<file path="config.mk">
export PLATFORM = sky130hd
export DESIGN_NAME = trace_buffer_clock_crossing
export DESIGN_NICKNAME = d
export VERILOG_FILES = /design/src/core/clk_rise_detect.v /design/src/core/sync2.v /design/src/core/trace_buffer_clock_crossing.v
export VERILOG_INCLUDE_DIRS = /design/src /design/src/core
export SDC_FILE = /design/constraint.sdc
export NUM_CORES = 1
export LEC_CHECK = 0
export ABC_AREA = 1
export BUFFER_PORTS_ARGS = -buffer_cell sky130_fd_sc_hd__buf_2
export CORE_MARGIN = 2
export CORE_UTILIZATION = 52
export CTS_CLUSTER_DIAMETER = 30
export DETAILED_ROUTE_END_ITERATION = 8
export GPL_TIMING_DRIVEN = 0
export PLACE_DENSITY_LB_ADDON = 0.25
export SYNTH_ARGS = -nofsm -noshare
export SYNTH_HDL_FRONTEND = slang
export SYNTH_SLANG_ARGS = --single-unit
</file>
<file path="constraint.sdc">
create_clock -name mclk_i -period 1.7 [get_ports mclk_i]
set_input_delay 0.34 -clock mclk_i [delete_from_list [all_inputs] [get_ports mclk_i]]
set_output_delay 0.34 -clock mclk_i [all_outputs]
set_load 0.01 [all_outputs]
</file>
<file path="src/core/trace_xing_defs.vh">
`ifndef TRACE_XING_DEFS_VH
`define TRACE_XING_DEFS_VH

// Reset values, plus the set value XING_ONE_BIT
`define XING_ZERO_BIT 1'b0
`define XING_ONE_BIT 1'b1
`define XING_ZERO_WORD 32'h00000000
`define XING_ZERO_STATUS 3'h0

// Default widths
`define XING_DATA_W 32
`define XING_BUS_ADDR_W 10
`define XING_TAP_ADDR_W 7
`define XING_STATUS_W 3

// Status flag positions in the status vectors
`define XING_STAT_FULL 0
`define XING_STAT_TRIG 1
`define XING_STAT_DONE 2

`endif

</file>
<file path="src/core/clk_rise_detect.v">
`timescale 1ns/1ps
`include "trace_xing_defs.vh"
// Finds rising edges of a slow clock sampled on the fast clock
module clk_rise_detect (
  input wire mclk_i,
  input wire reset_i,
  input wire level_i,
  output wire rise_o
);
  reg prev;

  always @(posedge mclk_i) begin
    if (reset_i) begin
      // Track the pin in reset, so no false edge follows release
      prev <= level_i;
    end else begin
      prev <= level_i;
    end
  end

  assign rise_o = level_i & ~prev;
endmodule // clk_rise_detect

</file>
<file path="src/core/sync2.v">
`timescale 1ns/1ps
`include "trace_xing_defs.vh"
// Two-stage synchroniser, advancing only on the enable of its domain
module sync2 #(
  parameter W = 1
) (
  input wire mclk_i,
  input wire reset_i,
  input wire en_i,
  input wire [W-1:0] d_i,
  output reg [W-1:0] q_o
);
  reg [W-1:0] stage1;

  // Stage one feeds stage two only, to keep metastability contained
  always @(posedge mclk_i) begin
    if (reset_i) begin
      stage1 <= {W{`XING_ZERO_BIT}};
      q_o <= {W{`XING_ZERO_BIT}};
    end else if (en_i) begin
      stage1 <= d_i;
      q_o <= stage1;
    end
  end
endmodule // sync2

</file>
<file path="src/core/trace_buffer_clock_crossing.v">
`timescale 1ns/1ps
`include "trace_xing_defs.vh"
module trace_buffer_clock_crossing #(
  parameter DATA_W = `XING_DATA_W,
  parameter ADDR_W = `XING_BUS_ADDR_W,
  parameter TAP_AW = `XING_TAP_ADDR_W
) (
  input wire mclk_i,
  input wire reset_i,
  input wire bus_reset_i,
  input wire tap_reset_i,
  input wire hclk_i,
  input wire tck_i,
  input wire sync_bypass_select_i,
  input wire hsel_i,
  input wire hwrite_i,
  input wire [ADDR_W-1:0] haddr_i,
  input wire [DATA_W-1:0] hwdata_i,
  output reg [DATA_W-1:0] bus_read_data_out_o,
  output reg bus_transfer_done_o,
  output reg ram_cs_o,
  output reg ram_we_o,
  output reg register_read_strobe_o,
  output reg register_write_strobe_o,
  output reg [ADDR_W-1:0] core_addr_o,
  output reg [DATA_W-1:0] core_wdata_o,
  input wire [DATA_W-1:0] ram_rdata_i,
  input wire [DATA_W-1:0] reg_rdata_i,
  input wire tap_update_dr_i,
  input wire tap_rw_i,
  input wire [TAP_AW-1:0] tap_register_address_i,
  input wire [DATA_W-1:0] tap_scan_write_data_i,
  output reg tap_reg_read_o,
  output reg tap_reg_write_o,
  output reg [TAP_AW-1:0] tap_addr_o,
  output reg [DATA_W-1:0] tap_wdata_o,
  output reg [DATA_W-1:0] tap_read_data_o,
  output reg tap_busy_o,
  input wire ram_full_i,
  input wire triggered_i,
  input wire acquisition_done_flag_i,
  output reg [`XING_STATUS_W-1:0] tap_status_o
);
  localparam [1:0] B_IDLE = 2'h0;
  localparam [1:0] B_WDATA = 2'h1;
  localparam [1:0] B_WAIT = 2'h2;
  localparam [1:0] B_CLOSE = 2'h3;
  localparam [1:0] C_IDLE = 2'h0;
  localparam [1:0] C_CAP = 2'h1;
  localparam [1:0] C_HOLD = 2'h2;

  // RAM lies in the upper half of the bus window
  function is_ram;
    input [ADDR_W-1:0] a;
    begin
      is_ram = a[ADDR_W-1];
    end
  endfunction

  wire hclk_rise;
  wire tck_rise;
  wire core_side_request;
  wire bus_side_ack;
  wire tap_strobe_core;
  wire tap_ack_tck;
  wire [`XING_STATUS_W-1:0] status_tck;
  wire [`XING_STATUS_W-1:0] status_core;

  reg [1:0] bus_state;
  reg bus_side_request;
  reg latched_write;
  reg [ADDR_W-1:0] latched_bus_address;
  reg [DATA_W-1:0] latched_write_data;
  reg bypass_read_go;
  reg bypass_write_go;
  reg [1:0] core_state;
  reg core_side_ack;
  reg [DATA_W-1:0] core_read_data_reg;
  reg tap_access_strobe;
  reg tap_access_ack;
  reg tap_pending;
  reg tap_write_flag;
  reg [TAP_AW-1:0] tap_register_address;
  reg [DATA_W-1:0] tap_scan_write_data;
  reg [DATA_W-1:0] read_return_mux;

  // Each foreign clock is sampled and its rising edge steps its own logic
  clk_rise_detect u_hclk_rise (
    .mclk_i(mclk_i),
    .reset_i(bus_reset_i),
    .level_i(hclk_i),
    .rise_o(hclk_rise)
  );

  clk_rise_detect u_tck_rise (
    .mclk_i(mclk_i),
    .reset_i(tap_reset_i),
    .level_i(tck_i),
    .rise_o(tck_rise)
  );

  // Bus request into the core domain, two core flops
  sync2 #(.W(1)) u_req_sync (
    .mclk_i(mclk_i),
    .reset_i(reset_i),
    .en_i(`XING_ONE_BIT),
    .d_i(bus_side_request),
    .q_o(core_side_request)
  );

  // Core ack into the bus domain, two HCLK flops
  sync2 #(.W(1)) u_ack_sync (
    .mclk_i(mclk_i),
    .reset_i(bus_reset_i),
    .en_i(hclk_rise),
    .d_i(core_side_ack),
    .q_o(bus_side_ack)
  );

  // TAP handshake, both directions synchronised
  sync2 #(.W(1)) u_strobe_sync (
    .mclk_i(mclk_i),
    .reset_i(reset_i),
    .en_i(`XING_ONE_BIT),
    .d_i(tap_access_strobe),
    .q_o(tap_strobe_core)
  );

  sync2 #(.W(1)) u_tap_ack_sync (
    .mclk_i(mclk_i),
    .reset_i(tap_reset_i),
    .en_i(tck_rise),
    .d_i(tap_access_ack),
    .q_o(tap_ack_tck)
  );

  // Status flags registered in the core domain, then synchronised to TCK
  sync2 #(.W(`XING_STATUS_W)) u_status_core (
    .mclk_i(mclk_i),
    .reset_i(reset_i),
    .en_i(`XING_ONE_BIT),
    .d_i({acquisition_done_flag_i, triggered_i, ram_full_i}),
    .q_o(status_core)
  );

  sync2 #(.W(`XING_STATUS_W)) u_status_tck (
    .mclk_i(mclk_i),
    .reset_i(tap_reset_i),
    .en_i(tck_rise),
    .d_i(status_core),
    .q_o(status_tck)
  );

  // Captured data in handshake mode, live RAM/register data in bypass
  always @* begin
    if (sync_bypass_select_i) begin
      read_return_mux = is_ram(latched_bus_address) ? ram_rdata_i : reg_rdata_i;
    end else begin
      read_return_mux = core_read_data_reg;
    end
  end

  // Bus interface, cleared only by its own reset
  always @(posedge mclk_i) begin
    if (bus_reset_i) begin
      bus_state <= B_IDLE;
      bus_side_request <= `XING_ZERO_BIT;
      latched_write <= `XING_ZERO_BIT;
      latched_bus_address <= {ADDR_W{`XING_ZERO_BIT}};
      latched_write_data <= `XING_ZERO_WORD;
      bus_read_data_out_o <= `XING_ZERO_WORD;
      bus_transfer_done_o <= `XING_ZERO_BIT;
      bypass_read_go <= `XING_ZERO_BIT;
      bypass_write_go <= `XING_ZERO_BIT;
    end else begin
      bypass_read_go <= `XING_ZERO_BIT;
      bypass_write_go <= `XING_ZERO_BIT;
      if (hclk_rise) begin
        bus_transfer_done_o <= `XING_ZERO_BIT;
        case (bus_state)
          B_IDLE: begin
            if (hsel_i) begin
              latched_bus_address <= haddr_i;
              latched_write <= hwrite_i;
              if (hwrite_i) begin
                bus_state <= B_WDATA;
              end else if (sync_bypass_select_i) begin
                bypass_read_go <= `XING_ONE_BIT;
                bus_state <= B_WAIT;
              end else begin
                bus_side_request <= `XING_ONE_BIT;
                bus_state <= B_WAIT;
              end
            end
          end
          B_WDATA: begin
            latched_write_data <= hwdata_i;
            if (sync_bypass_select_i) begin
              bypass_write_go <= `XING_ONE_BIT;
              bus_transfer_done_o <= `XING_ONE_BIT;
              bus_state <= B_IDLE;
            end else begin
              bus_side_request <= `XING_ONE_BIT;
              bus_state <= B_WAIT;
            end
          end
          B_WAIT: begin
            if (sync_bypass_select_i) begin
              bus_read_data_out_o <= read_return_mux;
              bus_transfer_done_o <= `XING_ONE_BIT;
              bus_state <= B_IDLE;
            end else if (bus_side_ack) begin
              if (!latched_write) begin
                bus_read_data_out_o <= read_return_mux;
              end
              bus_transfer_done_o <= `XING_ONE_BIT;
              bus_side_request <= `XING_ZERO_BIT;
              bus_state <= B_CLOSE;
            end
          end
          B_CLOSE: begin
            // Next transfer waits for the bus-side ack to fall
            if (!bus_side_ack) begin
              bus_state <= B_IDLE;
            end
          end
          default: begin
            bus_state <= B_IDLE;
          end
        endcase
      end
    end
  end

  // Core side of the bus crossing, plus TAP access service
  always @(posedge mclk_i) begin
    if (reset_i) begin
      core_state <= C_IDLE;
      core_side_ack <= `XING_ZERO_BIT;
      core_read_data_reg <= `XING_ZERO_WORD;
      ram_cs_o <= `XING_ZERO_BIT;
      ram_we_o <= `XING_ZERO_BIT;
      register_read_strobe_o <= `XING_ZERO_BIT;
      register_write_strobe_o <= `XING_ZERO_BIT;
      core_addr_o <= {ADDR_W{`XING_ZERO_BIT}};
      core_wdata_o <= `XING_ZERO_WORD;
      tap_access_ack <= `XING_ZERO_BIT;
      tap_pending <= `XING_ZERO_BIT;
      tap_reg_read_o <= `XING_ZERO_BIT;
      tap_reg_write_o <= `XING_ZERO_BIT;
      tap_addr_o <= {TAP_AW{`XING_ZERO_BIT}};
      tap_wdata_o <= `XING_ZERO_WORD;
      tap_read_data_o <= `XING_ZERO_WORD;
    end else begin
      ram_cs_o <= `XING_ZERO_BIT;
      ram_we_o <= `XING_ZERO_BIT;
      register_read_strobe_o <= `XING_ZERO_BIT;
      register_write_strobe_o <= `XING_ZERO_BIT;
      tap_reg_read_o <= `XING_ZERO_BIT;
      tap_reg_write_o <= `XING_ZERO_BIT;
      core_addr_o <= latched_bus_address;
      core_wdata_o <= latched_write_data;
      if (bypass_read_go || bypass_write_go) begin
        // Bypass: one strobe cycle, no request/ack handshake
        ram_cs_o <= is_ram(latched_bus_address);
        ram_we_o <= bypass_write_go & is_ram(latched_bus_address);
        register_read_strobe_o <= bypass_read_go & ~is_ram(latched_bus_address);
        register_write_strobe_o <= bypass_write_go & ~is_ram(latched_bus_address);
      end
      case (core_state)
        C_IDLE: begin
          if (core_side_request && !core_side_ack) begin
            ram_cs_o <= is_ram(latched_bus_address);
            ram_we_o <= latched_write & is_ram(latched_bus_address);
            register_read_strobe_o <= ~latched_write & ~is_ram(latched_bus_address);
            register_write_strobe_o <= latched_write & ~is_ram(latched_bus_address);
            core_state <= C_CAP;
          end
        end
        C_CAP: begin
          if (!latched_write) begin
            core_read_data_reg <= is_ram(latched_bus_address) ? ram_rdata_i : reg_rdata_i;
          end
          core_side_ack <= `XING_ONE_BIT;
          core_state <= C_HOLD;
        end
        C_HOLD: begin
          if (!core_side_request) begin
            core_side_ack <= `XING_ZERO_BIT;
            core_state <= C_IDLE;
          end
        end
        default: begin
          core_state <= C_IDLE;
        end
      endcase
      // TAP fields sampled only once the synchronised strobe is seen
      if (tap_strobe_core && !tap_access_ack && !tap_pending) begin
        tap_reg_read_o <= ~tap_write_flag;
        tap_reg_write_o <= tap_write_flag;
        tap_addr_o <= tap_register_address;
        tap_wdata_o <= tap_scan_write_data;
        tap_pending <= `XING_ONE_BIT;
      end else if (tap_pending) begin
        if (!tap_write_flag) begin
          tap_read_data_o <= reg_rdata_i;
        end
        tap_pending <= `XING_ZERO_BIT;
        tap_access_ack <= `XING_ONE_BIT;
      end else if (!tap_strobe_core) begin
        tap_access_ack <= `XING_ZERO_BIT;
      end
    end
  end

  // TAP-domain logic, stepped on TCK edges and cleared by the TAP reset
  always @(posedge mclk_i) begin
    if (tap_reset_i) begin
      tap_access_strobe <= `XING_ZERO_BIT;
      tap_write_flag <= `XING_ZERO_BIT;
      tap_register_address <= {TAP_AW{`XING_ZERO_BIT}};
      tap_scan_write_data <= `XING_ZERO_WORD;
      tap_status_o <= `XING_ZERO_STATUS;
      tap_busy_o <= `XING_ZERO_BIT;
    end else if (tck_rise) begin
      tap_status_o <= status_tck;
      // Busy from the accepting edge, so it covers the core pulse
      tap_busy_o <= tap_update_dr_i | tap_access_strobe | tap_ack_tck;
      // Update-DR while a previous access is in flight is dropped
      if (tap_update_dr_i && !tap_access_strobe && !tap_ack_tck) begin
        tap_write_flag <= tap_rw_i;
        tap_register_address <= tap_register_address_i;
        tap_scan_write_data <= tap_scan_write_data_i;
        tap_access_strobe <= `XING_ONE_BIT;
      end else if (tap_access_strobe && tap_ack_tck) begin
        tap_access_strobe <= `XING_ZERO_BIT;
      end
    end
  end
endmodule // trace_buffer_clock_crossing

</file>
Word level (Yosys, flattened, before mapping). Cells that the tools add are included.

Output and inout port bits: 156. Register bits: 304. Logic and storage cells: 157. Input port bits: 159.

Muxes and demuxes: 44. Equal/unequal tests: 15. Reduce and logical (&&, ||, !) cells: 33. Bitwise gates (word level): 20.

Operator list (count): 32-bit 2-to-1 mux (5); 1-bit 2-to-1 mux (26); 2-bit 2-to-1 mux (8); 2-bit inequality test, second input constant (8); 2-bit AND reduction (7); 1-bit inverter (10); 1-bit bitwise AND (8); 2-bit one-hot mux with 4 select lines (1); 4-bit AND reduction (2); 2-bit == test, second input constant (3); 1-bit logical AND (6); 2-bit one-hot mux with 3 select lines (1); 3-bit AND reduction (2); 6-bit AND reduction (1); 2-bit nonzero test (3); 1-bit logical NOT (5); 5-bit OR reduction (1); 2-bit by 1-bit == test with 1-bit output, second input constant (2); 2-bit logical NOT (2); 1-bit one-hot mux with 2 select lines (2); 3-bit by 2-bit inequality test with 1-bit output, second input constant (1); 1-bit one-hot mux with 3 select lines (1); 3-bit nonzero test (1); 3-bit OR reduction (1); other kinds (4) (5).

Logic depth before layout (Yosys ltp). Gate-level depths: netlist (run 1).

Depth after elaboration: 5. Gate-level depth with buffers: 8. Depth with buffers taken out: 8.

Hierarchy. A second synthesis (run 1) with hierarchy kept.

Cell total of the unflattened synthesis: 1542. Area, all modules: 11434.7 µm².

By module, submodules not included: trace_buffer_clock_crossing (cells an instance 1408, sequential area each 5645.4 µm², area an instance 10553.9 µm², instances 1); sync2 at u_status_core ... (cells an instance 38, sequential area each 120.1 µm², area an instance 247.7 µm², instances 2); sync2 at u_ack_sync ... (cells an instance 13, sequential area each 40.0 µm², area an instance 81.3 µm², instances 4); clk_rise_detect (cells an instance 3, sequential area each 20.0 µm², area an instance 30.0 µm², instances 2).

Least setup slack after synthesis (run 1). Ideal clock, no wire load.

Kind: reg-to-reg. From: register bus_state[0]. To: register bus_state[0]. Cell stages (with the launch flop): 9. Required time: 1.587 ns. Slack: 0.430 ns. Buffers on the path: 0. Arrival time: 1.157 ns. Setup time: 0.113 ns. Period minus slack after synthesis: 1.270 ns. Path through: dfxtp_1 inv_1 ha_1 nand3_1 nand2_1 nor2_1 nand2_1 nand2_1 nor2_1.

Longest elaborated chain between the ends: 3. Elaborated cells on any way between the ends: 9. Those cells by class: 6 x eq/ne; 1 x mux; 2 x reduce/logical.

RTL lines: start: declaration (RTL line trace_buffer_clock_crossing.v:69) `reg [1:0] bus_state;`; start signal: assignment (RTL line trace_buffer_clock_crossing.v:166) `bus_state <= B_IDLE;`; start signal: assignment (RTL line trace_buffer_clock_crossing.v:186) `bus_state <= B_WDATA;`; start signal: assignment (RTL line trace_buffer_clock_crossing.v:189) `bus_state <= B_WAIT;`; 2-bit == test / 2-bit logical NOT (equally long branches) (RTL line trace_buffer_clock_crossing.v:180) `case (bus_state)`; 3-bit by 2-bit inequality test with 1-bit output (no line) / 2-bit inequality test (equally long branches); 4-bit AND reduction (no line).

Parallel ways exist; a longest one is shown, timed or not. A chain may end at the register's enable or synchronous reset.

Worst setup path after layout (run 1).
From: input port tck_i. To: register tap_write_flag.

Longest elaborated chain between the ends: 2.

RTL lines: start: declaration (RTL line trace_buffer_clock_crossing.v:13) `input wire tck_i,`; 1-bit bitwise AND (RTL line clk_rise_detect.v:21) `assign rise_o = level_i & ~prev;`; 2-bit AND reduction (no line); end signal: assignment (RTL line trace_buffer_clock_crossing.v:320) `` tap_write_flag <= `XING_ZERO_BIT; ``; end signal: assignment (RTL line trace_buffer_clock_crossing.v:331) `tap_write_flag <= tap_rw_i;`; end: declaration (RTL line trace_buffer_clock_crossing.v:82) `reg tap_write_flag;`.

No other way between the ends.

==> summary.txt, run 1 <==
========================================================================================
Status .................................................................... finished, final reports clean
Initial core utilization ..................................................        52.8%
Reg2reg end ............................................................... bus_read_data_out_o[30]
Drt wl/cell ...............................................................      14.6 um
Clock-pin slew on the worst setup and hold paths ..........................      0.05 ns
Placeable core region .....................................................  0.0210 mm^2
Worst EP arrival ..........................................................      1.96 ns
Root Driver ...............................................................    clkbuf_16
Min cycle time layout .....................................................      1.57 ns
Portion of the clock cycle consumed by the worst path in the final layout .        92.3%
Reg2reg path depth ........................................................            7
Aggregate negative setup slack ............................................         0 ns
P_leak ....................................................................      6.99 nW
Met3 routed wirelength ....................................................      2190 um
Total wire length after detailed routing ..................................    30,900 um
Required time at the endpoint of the critical path ........................      2.09 ns
Critical hold path startpoint ............................................. acquisition_done_flag_i
Clock buffers created by TritonCTS ........................................           51
Type of the worst setup path .............................................. input port to flop
Count of max-cap constraint violations ....................................            0
Synth Register Bits .......................................................          304
Routed via count divided by cell count ....................................         5.00
Synthesized netlist cell count ............................................        1,438
Detailed-route via count ..................................................       10,606
Flop2flop setup slack .....................................................      0.14 ns
Met1 wire length ..........................................................    12,900 um
Power density over the cells .............................................. 1240 mW/mm^2
DRC violation count after routing .........................................            0
Final Instance Count excl. Fillers ........................................        2,123
FMAX ......................................................................      638 MHz
Transition at the pin with the smallest max-transition slack ..............     0.658 ns
Antenna violations before repair ..........................................            1
Number of filler instances in the final layout ............................        1,736
Total gr overflow .........................................................            0
Top layer in use ..........................................................         met4
DIE AREA ..................................................................  0.0225 mm^2
Total number of yosys warnings ............................................            0
Largest net degree at the start of global routing .........................           13
Hold/Removal Path Class ................................................... input port to flop
Gpl congestion ............................................................        0.859
All-Layer GR Usage ........................................................        26.3%
Clock tree sinks ..........................................................          304
Share of final-layout standard cells stronger than drive strength 1 .......        24.3%
End point of the worst hold path .......................................... u_status_core.stage1[2]
Number of cells after detailed placement ..................................        2,025
Final-report hold violation count .........................................            0
Clock Tree Buf Depth ......................................................            3
Die W .....................................................................       150 um
HPWL after DPL ............................................................    22,000 um
Number of max-slew violations in the final report .........................            0
Starting DRC count in detailed routing ....................................          466
CP Launch Type ............................................................   input port
First-pass GRT wire length ................................................    47,800 um
First-pass detailed-route iteration total .................................            7
Number of top-level pins ..................................................          315
Clock latency reported for the late side of the worst-skew pair ...........      0.53 ns
Capturing element type of the critical path ...............................         flop
Area delta synth->final ...................................................        32.5%
CTS H-tree depth ..........................................................            2
Post-DRT Antenna Nets .....................................................            0
Die boundary height .......................................................       150 um
Number of nets in the finished design .....................................        1,969
Worst Clk Skew ............................................................    0.0146 ns
Cell area after synthesis .................................................  0.0111 mm^2
Routed length on met2 .....................................................    14,500 um
Synth unique cells ........................................................           30
RR Startpoint ............................................................. latched_bus_address[9]
Net Count, Synth ..........................................................        1,602
Maximum ir drop on the vdd rail ...........................................      1120 uV
IO buf count ..............................................................          312
Number of endpoints failing setup at the final stage ......................            0
Worst hold stages .........................................................            3
Number of global-route vias before repair .................................        9,999
Post-Synthesis Mean Instance Area .........................................    7.73 um^2
Postcts setup bufs ........................................................            0
RSZ-0062 raised after global routing ......................................        false
Worst slew margin relative to its limit ...................................        56.1%
Fraction of the yosys area taken by sequential cells ......................        54.8%
TritonCTS clock tree ......................................................        built
FP Rows ...................................................................           53
Critical path fanouts, max ................................................           10
========================================================================================
routing by layer:
metal  GRT usage [%]  vias up
met5               0        -
met4            12.0        0
met3            5.12       87
met2            44.5      398
met1            32.6     4817
li1                -     5304
cell families (layout without fill, tap and decap cells):
logic type / Yosys count / count (layout) / synth area share (%)
fa+ha+maj: 5 / 5 / 0.563
flops: 304 / 304 / 54.8
simple gates: 457 / 457 / 16.5
buf+inv: 270 / 678 / 10.0
compound gates: 402 / 402 / 18.2
other cells: 0 / 2 / 0
cells in the final DEF (no fill, tap or decap), drive strengths merged:
master       netlist  layout
a21oi            193     193
a31oi              1       1
buf               46     358
bufinv             0       3
clkbuf            47     120
clkinv             2      10
clkinvlp           0       7
dfxtp            304     304
diode              0       2
dlygate4sd3        0       2
ha                 5       5
inv              175     178
nand2            253     253
nand3             38      38
nand3b             1       1
nand4              1       1
nor2             159     159
nor3               4       4
nor4               1       1
o21a               1       1
o21ai            207     207
worst max-delay path, cell delays in order:
cell and delay, ns:
dlygate4sd3_1 0.52, buf_2 0.11, inv_1 0.04, nor2_2 0.16, nand3_2 0.22, clkbuf_1 0.25, o21ai_0 0.26, a21oi_1 0.06
per-stage QoR:
stage               area, um^2  total power [mW]  setup slack (ns)  util [%]  hold slack (ns)
finish                   14700              18.3             0.132      70.0           0.0251
global route             14700              19.0           0.00503      70.0           0.0174
CTS                      14700              18.5            0.0649      70.0          0.00112
detailed placement       13000              8.63            0.0809      61.9            0.398
global placement         13000              8.60            0.0882      61.9            0.390
floorplan                11100              8.16             0.430         -            0.368
worst max-delay path by stage:
stage	endpoint	startpoint	slack [ns]
after floorplan	bus_state[0]	bus_state[0]	0.43
after global placement	bus_read_data_out_o[12]	bus_state[0]	0.09
after detailed placement	bus_read_data_out_o[12]	bus_state[0]	0.08
after CTS	bus_read_data_out_o[12]	bus_state[0]	0.06
after global routing	tap_scan_write_data[29]	tck_i	0.005
final	tap_write_flag	tck_i	0.13
cell type report:
class	count	area, um^2	area share, %
Antenna cell	2	5.00	0.0340
Buffer	93	449	3.05
Clock buffer	73	1470	9.99
Clock inverter	21	209	1.42
Inverter	177	667	4.53
Multi-Input combinational cell	864	3910	26.6
Sequential cell	304	6090	41.3
Tap cell	275	344	2.34
Timing Repair Buffer	314	1580	10.7
power by group:
group / switching [mW] / internal, mW
sequential: 0.0710 / 7.33
combinational: 0.701 / 0.408
clock: 3.36 / 6.45
total: 4.13 / 14.2
synthesized netlist by cell type (all sizes together):
master / count / share of area (%)
nor4: 1 / 0.056
ha: 5 / 0.56
dfxtp: 304 / 55
nor2: 159 / 5.6
o21a: 1 / 0.068
a31oi: 1 / 0.056
nand2: 253 / 8.6
nand4: 1 / 0.056
o21ai: 207 / 9.4
clkinv: 2 / 0.068
inv: 175 / 5.9
a21oi: 193 / 8.7
buf: 46 / 2.4
nand3b: 1 / 0.068
clkbuf: 47 / 1.6
nand3: 38 / 1.9
nor3: 4 / 0.18
what timing repair did:
item,in CTS,in global routing
hold buffers,2,0
hold endpoints to repair,2,0
resized for setup,0,5
setup endpoints to repair,0,13
No activity file was read; power rests on OpenSTA's default activity.
==> inputs of run 2 (changes only) <==
--- a/config.mk
+++ b/config.mk
@@ -7,11 +7,11 @@
 export NUM_CORES = 1
 export LEC_CHECK = 0
 export ABC_AREA = 1
-export BUFFER_PORTS_ARGS = -buffer_cell sky130_fd_sc_hd__buf_2
 export CORE_MARGIN = 2
-export CORE_UTILIZATION = 52
+export CORE_UTILIZATION = 55
 export CTS_CLUSTER_DIAMETER = 30
 export DETAILED_ROUTE_END_ITERATION = 8
+export DONT_BUFFER_PORTS = 1
 export GPL_TIMING_DRIVEN = 0
 export PLACE_DENSITY_LB_ADDON = 0.25
 export SYNTH_ARGS = -nofsm -noshare
==> constraint.sdc (replaced) <==
create_clock -name mclk_i -period 1.49 [get_ports mclk_i]
set_input_delay 0.298 -clock mclk_i [delete_from_list [all_inputs] [get_ports mclk_i]]
set_output_delay 0.298 -clock mclk_i [all_outputs]
set_load 0.01 [all_outputs]
==> run 2 against run 1 <==
Compared with the run above:
- global-route usage increased by 3.0 points
- worst setup slack worse by 0.083 ns
- flip-flop and latch count stayed put
- clock skew fell by 0.0016 ns
- clock power up 18%
- register-to-register slack got worse by 0.09 ns
- non-clock buffer count shrank 193
- clock-buffer cell count shrank 4
- total power is 17% higher
- wire length is 6.2% higher
==> summary.txt, run 2 (synthesis results as in run 1) <==
========================================================================================
Share of final-layout standard cells stronger than drive strength 1 .......        9.52%   -15 points
Number of filler instances in the final layout ............................        1,448   -17%
Largest net degree at the start of global routing .........................           13   unchanged
Routed via count divided by cell count ....................................         5.31   +6.2%
Critical path fanouts, max ................................................           10   unchanged
Worst Clk Skew ............................................................    0.0130 ns   -0.00158 ns
Number of max-slew violations in the final report .........................            0   unchanged
Number of nets in the finished design .....................................        1,775   -9.9%
IO buf count ..............................................................            0   -100%
Starting DRC count in detailed routing ....................................          433   -7.1%
Placeable core region .....................................................  0.0197 mm^2   -6.5%
Final core utilization ....................................................        73.7%   +3.7 points
TritonCTS clock tree ......................................................        built
Clock latency reported for the late side of the worst-skew pair ...........      0.54 ns   about the same
Sequential Power Share ....................................................        39.9%   -0.5 points
Initial core utilization ..................................................        56.5%   +3.7 points
Number of top-level pins ..................................................          315   unchanged
Area taken by flip-flops and latches ...................................... 0.00609 mm^2   about the same
Root Driver ...............................................................    clkbuf_16
FP Rows ...................................................................           51   -3.8%
Portion of the clock cycle consumed by the worst path in the final layout .        96.8%
Area of the multi-input gates ............................................. 0.00397 mm^2   +1.6%
Power spent charging and discharging nets .................................      4.83 mW   +17%
CP Launch Type ............................................................         flop
HPWL after DPL ............................................................    20,700 um   -5.9%
Final-report hold violation count .........................................            0   unchanged
Die boundary height .......................................................       146 um   -2.7%
Area delta synth->final ...................................................        30.5%
Reg2reg path depth ........................................................            7   unchanged
Final Instance Count excl. Fillers ........................................        1,915   -9.8%
Type of the worst setup path .............................................. flop to flop
Min cycle time layout .....................................................      1.44 ns
Hold Slack ................................................................  0.000613 ns   -0.0245 ns
Transition at the pin with the smallest max-transition slack ..............     0.625 ns   -0.0334 ns
DIE AREA ..................................................................  0.0214 mm^2   -5.3%
Capturing element type of the critical path ...............................         flop
Number of endpoints failing setup at the final stage ......................            0   unchanged
Total wire length after detailed routing ..................................    32,800 um   +6.2%
Antenna cell count ........................................................            0   -2
Delay of the slowest cell on the worst path ...............................      0.34 ns   -0.18 ns
Commonest cells after routing, fill and taps aside ........................ dfxtp_1 (302), nand2_1 (251), a21oi_1 (192)
Antenna violations before repair ..........................................            0   -1
Maximum ir drop on the vdd rail ...........................................      1060 uV   -5.4%
First-pass detailed-route iteration total .................................            5   -2
Drt wl/cell ...............................................................      17.1 um   +18%
Clock-pin slew on the worst setup and hold paths ..........................      0.06 ns   about the same
Hold/Removal Path Class ................................................... input port to flop
Worst hold stages .........................................................            2   -1
Gpl congestion ............................................................        0.881   +2.6%
Worst slack at placement ..................................................    -0.155 ns   -0.236 ns
Power Internal ............................................................      16.5 mW   +16%
DRC violation count after routing .........................................            0   unchanged
Switching fraction of total power .........................................        22.6%   +0.064 points
Total gr overflow .........................................................            0   unchanged
Count of max-cap constraint violations ....................................            0   unchanged
Required time at the endpoint of the critical path ........................      1.91 ns   -0.18 ns
First-pass GRT wire length ................................................    51,000 um   +6.8%
Detailed-route via count ..................................................       10,160   -4.2%
Number of cells after detailed placement ..................................        1,703   -16%
Post-detailed-placement cell area .........................................  0.0114 mm^2   -12%
P_leak ....................................................................      6.09 nW   -13%
Power density over the cells .............................................. 1470 mW/mm^2   +18%
Comb pwr share ............................................................         5.8%   -0.3 points
Clock tree sinks ..........................................................          304   unchanged
Clk pwr share .............................................................        54.3%   +0.8 points
Critical path, cell by cell ............................................... inv_1, ha_4, nand2_2, buf_4, buf_6, o21ai_0, a21oi_1
Post-DRT Antenna Nets .....................................................            0   unchanged
Post-route total power ....................................................      21.4 mW   +17%
Aggregate negative setup slack ............................................         0 ns   unchanged
Status .................................................................... finished, final reports clean
Area of all placed cells without fillers ..................................  0.0145 mm^2   -1.6%
Clock buffers created by TritonCTS ........................................           50   -2.0%
Clock Tree Buf Depth ......................................................            3   unchanged
All-Layer GR Usage ........................................................        29.3%   +3.0 points
Worst EP arrival ..........................................................      1.86 ns   -0.10 ns
Worst slew margin relative to its limit ...................................        58.3%   +2.2 points
Die W .....................................................................       146 um   -2.7%
CTS H-tree depth ..........................................................            2   unchanged
Setup WS post-layout ......................................................    0.0484 ns   -0.0831 ns
Number of global-route vias before repair .................................       10,078   +0.79%
Leading cell type in the layout, fill and taps excluded ...................      dfxtp_1
Worst-path cell with the longest stage delay ..............................      dfxtp_2
RSZ-0062 raised after global routing ......................................         true
FMAX ......................................................................      694 MHz
========================================================================================
-- run 2: changes by cell type in the layout (fill, tap and decap cells not counted), sizes merged --
cell and change:
clkinvlp -2, clkbuf -2, bufinv +2, dlygate4sd3 +115, buf -310, clkinv +1
diode -2
-- run 2: critical path: cells and delay by family (launching register included) --
family                   cells  cell delay, ns
flip-flops                   1            0.34
buffers and inverters        3            0.46
AO/OA/AOI/OAI                2            0.28
adder cells (fa/ha/maj)      1            0.17
AND/OR/NAND/NOR              1            0.06
-- run 2: final cells by class --
class	count	area share, %
multi-input combinational	864	27.4
clock inverter	22	1.84
tap	265	2.29
clock buffer	69	10.0
timing repair buffer	121	8.46
sequential	304	42.0
buffer	93	3.34
inverter	177	4.60
-- run 2: worst paths after layout --
| path | from | to | slack, ns |
|---|---|---|---|
| worst max-delay path | bus_state[1] | latched_write_data[22] | 0.05 |
| worst min-delay path | hwdata_i[29] | latched_write_data[29] | 0.0006 |
| worst max register to register | bus_state[1] | latched_write_data[22] | 0.05 |
| worst min register to register | u_status_core.stage1[1] | u_status_core.q_o[1] | 0.40 |
-- run 2: timing repair --
action                                 in CTS  in global routing
endpoints found under the hold margin     119                  0
hold buffers                              117                  0
resized for setup                           8                 50
buffers inserted                            3                  1
setup endpoints to repair                  76                143
pin swaps                                   1                  2
gates cloned                                0                  0
-- run 2: routing by layer --
metal	vias up	global-route usage (%)	part of all wire (%)
met5	-	0	0
met4	0	14.9	4.6
met3	108	7.28	8.4
met2	460	51.5	49
met1	4667	33.1	38
li1	4925	-	-
-- run 2: power groups by stage --
stage / Clock, mW / Sequential [mW] / Combinational, mW
floorplan: 0 / 8.63 / 0.673
global placement: 0 / 8.66 / 0.890
detailed placement: 0 / 8.67 / 0.908
CTS: 11.6 / 8.51 / 1.18
global route: 12.1 / 8.53 / 1.38
finish: 11.6 / 8.52 / 1.24
